--- src/msal_pkg.sv ---
// package for the monitor status and alert logic: register offsets, field positions, resets
// assumes an 8-bit register port inside the device, driven by the serial bus engine
package msal_pkg;
   localparam logic [7:0] PRIMARY_FLAGS_ADDR   = 8'h41;
   localparam logic [7:0] SECONDARY_FLAGS_ADDR = 8'h42;
   localparam logic [7:0] PRIMARY_MASK_ADDR    = 8'h74;
   localparam logic [7:0] SECONDARY_MASK_ADDR  = 8'h75;
   localparam logic [7:0] CONFIG_A_ADDR        = 8'h78;
   localparam logic [7:0] CONFIG_B_ADDR        = 8'h7d;

   localparam logic [7:0] MASK_RESET     = 8'h00;
   localparam logic [7:0] CONFIG_A_RESET = 8'h00;
   localparam logic [7:0] CONFIG_B_RESET = 8'h00;

   localparam int SUMMARY_BIT      = 7;
   localparam int FAN_FOUR_BIT     = 5;
   localparam int ALERT_ENABLE_BIT = 0;
   localparam int THERMAL_EN_BIT   = 1;
   localparam int BOOST_BIT        = 2;
   localparam int THERMAL_SEL_BIT  = 1;

   localparam int ID_CODE_WIDTH = 6;
   localparam logic [7:0] DUTY_OFF = 8'h00;
endpackage

--- src/msal_limit_check.sv ---
// one limit comparator: high limit strictly above, low limit at or below
// assumes measurement and limits are in the same code and on clk
module msal_limit_check #(
   parameter int WIDTH = 8
) (
   input  wire logic [WIDTH-1:0] measurement,
   input  wire logic [WIDTH-1:0] lowLimit,
   input  wire logic [WIDTH-1:0] highLimit,
   output logic                  outOfLimit
);
   assign outOfLimit = (measurement > highLimit) || (measurement <= lowLimit);
endmodule

--- src/msal_sticky_flags.sv ---
// eight sticky flags, set by a condition, cleared by a read only once the condition has gone
// assumes readStrobe is a one-cycle pulse on clk
module msal_sticky_flags (
   input  wire logic       clk,
   input  wire logic       rst_n,
   input  wire logic [7:0] condition,
   input  wire logic       readStrobe,
   output logic [7:0]      flags
);
   always_ff @(posedge clk) begin
      if (!rst_n) begin
         flags <= 8'h00;
      end else begin
         // a live condition keeps its bit through the read: set wins
         flags <= condition | (flags & ~{8{readStrobe}});
      end
   end
endmodule

--- src/msal_alert_logic.sv ---
// status, mask and pin-function registers with the alert and fan-boost logic
// assumes limit comparisons arrive as levels on clk; pins are synchronised here
module msal_alert_logic
   import msal_pkg::*;
#(
   parameter int FANS = 4
) (
   input  wire logic                     clk,
   input  wire logic                     rst_n,
   input  wire logic [7:0]               regAddr,
   input  wire logic                     regWrite,
   input  wire logic                     regRead,
   input  wire logic [7:0]               regWriteData,
   output logic      [7:0]               regReadData,
   input  wire logic [7:0]               twoFiveMeas,
   input  wire logic [7:0]               twoFiveLow,
   input  wire logic [7:0]               twoFiveHigh,
   input  wire logic [7:0]               coreVoltMeas,
   input  wire logic [7:0]               coreVoltLow,
   input  wire logic [7:0]               coreVoltHigh,
   input  wire logic [7:0]               supplyMeas,
   input  wire logic [7:0]               supplyLow,
   input  wire logic [7:0]               supplyHigh,
   input  wire logic [7:0]               fiveVoltMeas,
   input  wire logic [7:0]               fiveVoltLow,
   input  wire logic [7:0]               fiveVoltHigh,
   input  wire logic [7:0]               twelveVoltMeas,
   input  wire logic [7:0]               twelveVoltLow,
   input  wire logic [7:0]               twelveVoltHigh,
   input  wire logic [7:0]               remoteOneTempMeas,
   input  wire logic [7:0]               remoteOneTempLow,
   input  wire logic [7:0]               remoteOneTempHigh,
   input  wire logic [7:0]               localTempMeas,
   input  wire logic [7:0]               localTempLow,
   input  wire logic [7:0]               localTempHigh,
   input  wire logic [7:0]               remoteTwoTempMeas,
   input  wire logic [7:0]               remoteTwoTempLow,
   input  wire logic [7:0]               remoteTwoTempHigh,
   input  wire logic                     diodeOneFault,
   input  wire logic                     diodeTwoFault,
   input  wire logic [FANS-1:0]          fanSlow,
   input  wire logic                     overtemperatureFlag,
   input  wire logic                     thermalLimitExceeded,
   input  wire logic                     idChangeSelect,
   input  wire logic [ID_CODE_WIDTH-1:0] processorIdCode,
   input  wire logic                     fanFourSpeedPinIn,
   input  wire logic                     altThermalPinIn,
   input  wire logic [FANS-1:0]          fanRunning,
   output logic                          alertPinA_n,
   output logic                          alertPinAOe,
   output logic                          alertPinB_n,
   output logic                          alertPinBOe,
   output logic                          fanFullSpeed,
   output logic                          thermalPinSel,
   output logic                          thermalPinActive
);
   import msal_pkg::*;

   logic [7:0] primaryMask_reg;
   logic [7:0] secondaryMask_reg;
   logic [7:0] configA_reg;
   logic [7:0] configB_reg;
   logic [7:0] primaryFlags;
   logic [7:0] secondaryFlags;
   logic [7:0] primaryCond;
   logic [7:0] secondaryCond;
   logic [7:0] oolMeas [8];
   logic [7:0] oolLow  [8];
   logic [7:0] oolHigh [8];
   logic [7:0] oolHit;
   logic [ID_CODE_WIDTH-1:0] idMeta_reg;
   logic [ID_CODE_WIDTH-1:0] idSync_reg;
   logic [ID_CODE_WIDTH-1:0] idPrev_reg;
   logic [2:0] idPrimed_reg;
   logic       idChanged;
   logic [1:0] fanFourSync_reg;
   logic [1:0] altThermSync_reg;
   logic       thermalLow;
   logic       primaryRead;
   logic       secondaryRead;
   logic       alertActive;
   logic [7:0] readNext;
   logic       primaryMaskWrite;
   logic       secondaryMaskWrite;
   logic       configAWrite;
   logic       configBWrite;
   logic       fanFourIsThermal;
   logic       fanFourPinLow;
   logic       altPinLow;
   logic       anyFanRunning;
   logic [6:0] primaryAlertHits;
   logic [7:0] secondaryAlertHits;
   logic       secondaryAlertAny;
   logic       alertEnableA;
   logic       alertEnableB;

   // channel order matches primary bits 0..6, twelve volt last
   assign oolMeas[0] = twoFiveMeas;
   assign oolLow[0]  = twoFiveLow;
   assign oolHigh[0] = twoFiveHigh;
   assign oolMeas[1] = coreVoltMeas;
   assign oolLow[1]  = coreVoltLow;
   assign oolHigh[1] = coreVoltHigh;
   assign oolMeas[2] = supplyMeas;
   assign oolLow[2]  = supplyLow;
   assign oolHigh[2] = supplyHigh;
   assign oolMeas[3] = fiveVoltMeas;
   assign oolLow[3]  = fiveVoltLow;
   assign oolHigh[3] = fiveVoltHigh;
   assign oolMeas[4] = remoteOneTempMeas;
   assign oolLow[4]  = remoteOneTempLow;
   assign oolHigh[4] = remoteOneTempHigh;
   assign oolMeas[5] = localTempMeas;
   assign oolLow[5]  = localTempLow;
   assign oolHigh[5] = localTempHigh;
   assign oolMeas[6] = remoteTwoTempMeas;
   assign oolLow[6]  = remoteTwoTempLow;
   assign oolHigh[6] = remoteTwoTempHigh;
   assign oolMeas[7] = twelveVoltMeas;
   assign oolLow[7]  = twelveVoltLow;
   assign oolHigh[7] = twelveVoltHigh;

   genvar ch;
   generate
      for (ch = 0; ch < 8; ch++) begin : g_limit
         msal_limit_check #(
            .WIDTH(8)
         ) u_check (
            .measurement(oolMeas[ch]),
            .lowLimit   (oolLow[ch]),
            .highLimit  (oolHigh[ch]),
            .outOfLimit (oolHit[ch])
         );
      end
   endgenerate

   // id code pins come from outside: two flops before compare
   always_ff @(posedge clk) begin
      if (!rst_n) begin
         idMeta_reg <= '0;
         idSync_reg <= '0;
         idPrev_reg <= '0;
      end else begin
         idMeta_reg <= processorIdCode;
         idSync_reg <= idMeta_reg;
         idPrev_reg <= idSync_reg;
      end
   end

   // one bit per pipe stage: all set once real pin values have filled it
   always_ff @(posedge clk) begin
      if (!rst_n) begin
         idPrimed_reg <= 3'b000;
      end else begin
         idPrimed_reg <= {idPrimed_reg[1:0], 1'b1};
      end
   end
   // a nonzero code at reset release would otherwise read as a change
   assign idChanged = idPrimed_reg[2] && (idSync_reg != idPrev_reg);

   // thermal pins idle high, so the sync stages reset high too
   always_ff @(posedge clk) begin
      if (!rst_n) begin
         fanFourSync_reg <= 2'b11;
      end else begin
         fanFourSync_reg <= {fanFourSync_reg[0], fanFourSpeedPinIn};
      end
   end

   always_ff @(posedge clk) begin
      if (!rst_n) begin
         altThermSync_reg <= 2'b11;
      end else begin
         altThermSync_reg <= {altThermSync_reg[0], altThermalPinIn};
      end
   end

   assign thermalPinActive = configA_reg[THERMAL_EN_BIT];
   assign thermalPinSel    = configB_reg[THERMAL_SEL_BIT];
   // low level on a pin is an outside thermal assertion
   assign fanFourPinLow    = !fanFourSync_reg[1];
   assign altPinLow        = !altThermSync_reg[1];
   // only the selected pin is read, never both
   assign thermalLow       = thermalPinActive &&
                             (thermalPinSel ? altPinLow : fanFourPinLow);
   // fan four pin doubles as the thermal input when chosen
   assign fanFourIsThermal = thermalPinActive && !thermalPinSel;

   always_comb begin
      primaryCond = {1'b0, oolHit[6:0]};
      secondaryCond = 8'h00;
      secondaryCond[7] = diodeTwoFault;
      secondaryCond[6] = diodeOneFault;
      // thermal use of the fan four pin swaps the source of bit 5
      secondaryCond[FAN_FOUR_BIT] = fanFourIsThermal ? thermalLimitExceeded : fanSlow[3];
      secondaryCond[4:2] = fanSlow[2:0];
      secondaryCond[1] = overtemperatureFlag;
      secondaryCond[0] = idChangeSelect ? idChanged : oolHit[7];
   end

   assign primaryRead   = regRead && (regAddr == PRIMARY_FLAGS_ADDR);
   assign secondaryRead = regRead && (regAddr == SECONDARY_FLAGS_ADDR);

   msal_sticky_flags u_primary (
      .clk       (clk),
      .rst_n     (rst_n),
      .condition (primaryCond),
      .readStrobe(primaryRead),
      .flags     (primaryFlags)
   );

   msal_sticky_flags u_secondary (
      .clk       (clk),
      .rst_n     (rst_n),
      .condition (secondaryCond),
      .readStrobe(secondaryRead),
      .flags     (secondaryFlags)
   );

   // status registers have no write decode, so writes to them are dropped
   assign primaryMaskWrite   = regWrite && (regAddr == PRIMARY_MASK_ADDR);
   assign secondaryMaskWrite = regWrite && (regAddr == SECONDARY_MASK_ADDR);
   assign configAWrite       = regWrite && (regAddr == CONFIG_A_ADDR);
   assign configBWrite       = regWrite && (regAddr == CONFIG_B_ADDR);

   always_ff @(posedge clk) begin
      if (!rst_n) begin
         primaryMask_reg <= MASK_RESET;
      end else if (primaryMaskWrite) begin
         primaryMask_reg <= regWriteData;
      end
   end

   always_ff @(posedge clk) begin
      if (!rst_n) begin
         secondaryMask_reg <= MASK_RESET;
      end else if (secondaryMaskWrite) begin
         secondaryMask_reg <= regWriteData;
      end
   end

   always_ff @(posedge clk) begin
      if (!rst_n) begin
         configA_reg <= CONFIG_A_RESET;
      end else if (configAWrite) begin
         configA_reg <= regWriteData;
      end
   end

   always_ff @(posedge clk) begin
      if (!rst_n) begin
         configB_reg <= CONFIG_B_RESET;
      end else if (configBWrite) begin
         configB_reg <= regWriteData;
      end
   end

   // summary is live from the secondary flags, so it clears with them
   always_comb begin
      case (regAddr)
         PRIMARY_FLAGS_ADDR:   readNext = {|secondaryFlags, primaryFlags[6:0]};
         SECONDARY_FLAGS_ADDR: readNext = secondaryFlags;
         PRIMARY_MASK_ADDR:    readNext = primaryMask_reg;
         SECONDARY_MASK_ADDR:  readNext = secondaryMask_reg;
         CONFIG_A_ADDR:        readNext = configA_reg;
         CONFIG_B_ADDR:        readNext = configB_reg;
         default:              readNext = 8'h00;
      endcase
   end

   always_ff @(posedge clk) begin
      if (!rst_n) begin
         regReadData <= 8'h00;
      end else if (regRead) begin
         regReadData <= readNext;
      end
   end

   // flags latch regardless of masks; masks act only here
   assign primaryAlertHits   = primaryFlags[6:0] & ~primaryMask_reg[6:0];
   assign secondaryAlertHits = secondaryFlags & ~secondaryMask_reg;
   // one mask bit holds back the whole secondary register
   assign secondaryAlertAny  = !primaryMask_reg[SUMMARY_BIT] && (|secondaryAlertHits);
   // flags are sticky, so this stays up after the cause until the read
   assign alertActive        = (|primaryAlertHits) || secondaryAlertAny;
   assign alertEnableA       = configA_reg[ALERT_ENABLE_BIT];
   assign alertEnableB       = configB_reg[ALERT_ENABLE_BIT];

   // open drain: drive low only while active and enabled
   always_ff @(posedge clk) begin
      if (!rst_n) begin
         alertPinA_n <= 1'b1;
         alertPinAOe <= 1'b0;
      end else begin
         alertPinAOe <= alertEnableA && alertActive;
         alertPinA_n <= !(alertEnableA && alertActive);
      end
   end

   // both pins may be enabled at once; each follows its own enable
   always_ff @(posedge clk) begin
      if (!rst_n) begin
         alertPinB_n <= 1'b1;
         alertPinBOe <= 1'b0;
      end else begin
         alertPinBOe <= alertEnableB && alertActive;
         alertPinB_n <= !(alertEnableB && alertActive);
      end
   end

   // boost ignores per-fan duty: any running fan lets it act
   assign anyFanRunning = |fanRunning;

   // boost needs at least one running fan: with all fans idle, fanFullSpeed stays low
   always_ff @(posedge clk) begin
      if (!rst_n) begin
         fanFullSpeed <= 1'b0;
      end else begin
         fanFullSpeed <= configA_reg[BOOST_BIT] && thermalLow && anyFanRunning;
      end
   end
endmodule

--- config.mk ---
export PLATFORM = sky130hd
export DESIGN_NAME = msal_alert_logic
export DESIGN_NICKNAME = d
export VERILOG_FILES = /design/src/msal_pkg.sv /design/src/msal_limit_check.sv /design/src/msal_sticky_flags.sv /design/src/msal_alert_logic.sv
export SDC_FILE = /design/constraint.sdc
export NUM_CORES = 1
export LEC_CHECK = 0
export BUFFER_PORTS_ARGS = -buffer_cell sky130_fd_sc_hd__buf_2
export CORE_MARGIN = 4
export CORE_UTILIZATION = 45
export DETAILED_ROUTE_END_ITERATION = 6
export HOLD_SLACK_MARGIN = 0.03
export PLACE_DENSITY = 0.77
export SLEW_MARGIN = 30
export SYNTH_ARGS = -nofsm -noshare
export SYNTH_HDL_FRONTEND = slang
export SYNTH_SLANG_ARGS = --single-unit
--- constraint.sdc ---
create_clock -name clk -period 1.3 [get_ports clk]
set_clock_uncertainty 0.15 [all_clocks]
set_input_delay 0 -clock clk [delete_from_list [all_inputs] [get_ports clk]]
set_output_delay 0 -clock clk [all_outputs]
set_load 0.01 [all_outputs]
==> impl_results.md <==
* Yosys top cell by area: dfxtp_1
* Number of synthesized flops with an enable pin at 0
* Worst-Margin Slew at between 0.4 and 0.5 ns
* Total Power at 7.35 mW
* Max Clock Freq at between 600 and 700 MHz
* Initial antenna violation count at 2
* Hold_ws at -0.0269 ns
* Clock net sink count at 85
* Int Pwr at a little over 5 mW
* Min-Delay Path Depth at 3
* Gr ovfl total at 0
* Worst path bufs/invs at 2
* Tmin final at 1.52 ns
* R2R cell count at 6
* Via-per-instance ratio at 5.22
* Status: finished with violations
* Slew Viols, Final at 0
* Synth Area in Simple Gates at approximately 15%
* Worst path depth at 6
* H-Tree Level Count at 3
* Root cell of the clock tree: clkbuf_16
* Max-cap violation count at 0
* Sequential share of the synthesized area at between 20% and 30%
* Count of unique library cells instantiated by Yosys at 46
* Largest cells by area after synthesis: dfxtp_1 26%, ha_1 25%, inv_1 8.2%
* IO Port Bufs at 247
* P per Cell Area at 763 mW/mm^2
* Row count at 43
* Die width at approximately 130 um
* Clk buf depth at 2
* CP endpoint kind: register
* NumNets Final at between 1500 and 2000
* Share of Yosys cell area claimed by the top area cell type at between 20% and 30%
* I/O pins at ~250
* Final wirelength at between 20000 and 25000 um
* Compound-Gate Fraction of Synth Area at between 10% and 20%
* Largest family of logic cells by synthesized area: adder cells
* DR iter-0 viols at roughly 430
* Slew HR at slightly above 70%
* Clock slew at reported path FFs at roughly 0.07 ns
* Design area at 0.00962 sq mm
* CP Cell Sequence: inv_2 -> o22ai_2 -> o41ai_2 -> a31oi_2 -> buf_4 -> nand2_1
* Commonest cells in the netlist: 142 x inv_1, 128 x ha_1, 85 x dfxtp_1, 83 x a21oi_1, 46 x nor2_1
* CP peak stage delay at 0.39 ns
* Setup tns final at -1.37 ns
* LEAKAGE at 5.26 nW
* Sw Share at 29.3%
* Post-DRT Antenna Nets at 0
* Crit path DAT at around 1.7 ns
* Area grow syn2layout at 48.7%
* Hold Vio Cnt, Final at 1
* Worst min path class: input pin to register
* CP top delay family: compound AO/OA/AOI/OAI gates
* Syn_nets at around 1100
* Mapped Cells at 781
* Synthesized cell area at 0.00647 sq mm
* Startpoint types: register
* Synth warn at 0
* CP Max Fanout at 4
* Slowest-stage cell, CP: o41ai_2
* Mux share of post-synthesis cell area at around 5.4%
* Crit share post-route at 117%
* Synth Register Bits at 85
* WP data required at about 1.4 ns
* Ys flop type: dfxtp_1
* Ratio of cells with drive above 1 in the final layout at a little over a third
* WS Path Type: register to register
* Ys async rst share at 0%
* Latest clock arrival within the worst-skew pair at about 0.34 ns
* Most frequent cell after synthesis: inv_1
* Final Wtd Congestion at approximately 0.86
* First drt pass iteration count at 5
* Mean post-synth cell area at about 8.3 sq um
* Global-route wire length before repair at between 30000 and 40000 um
* Final setup viols at 12
* Vias in the first global route at about 7400
* Placement Cell Area at around 0.0086 sq mm
* Full die area at roughly 0.016 sq mm
* Total global-route track usage at 24.9%
* Adder-cell share of the synthesized area at 24.7%
* Core Box Area at roughly 0.014 sq mm
* Detailed Place HPWL at between 15000 and 20000 um
* Largest net degree at the start of global routing at 31
* Clock Power Share at between 30% and 40%
* Flop pwr share at a little under two fifths
* Chip height at roughly 130 um
* TritonCTS clock tree: yes
* CTS Buf Count at 9
* Failing checks: negative hold slack, negative setup slack
* Part of the power in combinational logic at between 20 and 30%
* Post-Synth XOR/XNOR Area at less than 1%
* RSZ-0062 raised after global routing: true
* Net Sw Power at roughly 2.2 mW
* DRC violations left at 0
* PnR worst setup slack at -0.222 ns
* Starting density of the core at 46.3%
* Post-DR wirelength/cell at between 15 and 20 um
* Post-place setup slack at -0.266 ns
* VDD IR max at around 0.64 mV
* Via count at 7037
metrics by stage:
step / util [%] / instances
finish: 68.8 / 1348
detailed placement: 61.6 / 1273
floorplan: - / 781
global placement: 61.6 / 1273
global route: 68.8 / 1348
CTS: 68.4 / 1346
cells in the final DEF (no fill, tap or decap), types with 9 or more instances in the layout:
master / count
nand4_1: 29
nand3_1: 15
ha_1: 124
o211ai_1: 19
nor2b_1: 14
and2_1: 22
buf_2: 245
nand2_1: 35
dlygate4sd3_1: 50
dfxtp_2: 11
nor2_1: 46
a21oi_1: 74
a21oi_2: 9
o22ai_1: 9
mux2i_1: 25
a21o_1: 15
inv_1: 135
buf_4: 84
clkbuf_16: 9
dfxtp_1: 70
o21ai_0: 16
mux2_2: 9
worst min-delay path, cell delays in order:
cell,delay (ns)
buf_2,0.12
buf_4,0.22
nand2b_1,0.09
logic make-up after synthesis:
| kind of cell | count (synthesis) |
|---|---|
| flip-flops | 85 |
| adder cells (fa/ha/maj) | 128 |
| AO/OA/AOI/OAI | 181 |
| XOR/XNOR | 6 |
| buffers and inverters | 161 |
| multiplexers | 34 |
| AND/OR/NAND/NOR | 186 |
power groups by stage:
stage	Sequential (mW)	Clock (mW)	Combinational [mW]
final	2.80	2.52	2.03
after floorplan	2.81	0	0.939
after global routing	2.81	2.66	2.30
after CTS	2.79	2.52	1.99
after detailed placement	2.84	0	1.81
after global placement	2.84	0	1.75
timing repair:
item,in CTS,in global routing
pin swaps,19,9
hold endpoints to repair,69,0
setup endpoints to repair,13,24
buffers inserted,6,1
hold buffers,51,0
gates resized for setup,31,17
metal layers:
metal	routed length [um]	global-route usage (%)	part of all wire (%)	up-vias
met5	0	0	0	-
met2	10500	45.3	51	269
met3	1410	4.21	6.8	69
met1	7960	28.4	39	3207
li1	-	-	-	3492
met4	833	11.5	4.0	0
final cells by class:
| class | instances | area [sq um] |
|---|---|---|
| Tap cell | 180 | 225 |
| Fill cell | 1109 | 4360 |
| Clock inverter | 6 | 52.6 |
| Antenna cell | 2 | 5.00 |
| Multi-Input combinational cell | 535 | 4310 |
| Timing Repair Buffer | 388 | 2500 |
| Sequential cell | 85 | 1730 |
| Inverter | 142 | 568 |
| Clock buffer | 10 | 239 |
final timing paths:
| path | start | end | slack [ns] |
|---|---|---|---|
| max | u_secondary.flags[0] | alertPinA_n | -0.22 |
| min | rst_n | fanFourSync_reg[0] | -0.03 |
| max reg2reg | u_secondary.flags[0] | alertPinA_n | -0.22 |
| min reg2reg | fanFourSync_reg[0] | fanFourSync_reg[1] | 0.26 |
No activity file was read; power rests on OpenSTA's default activity.
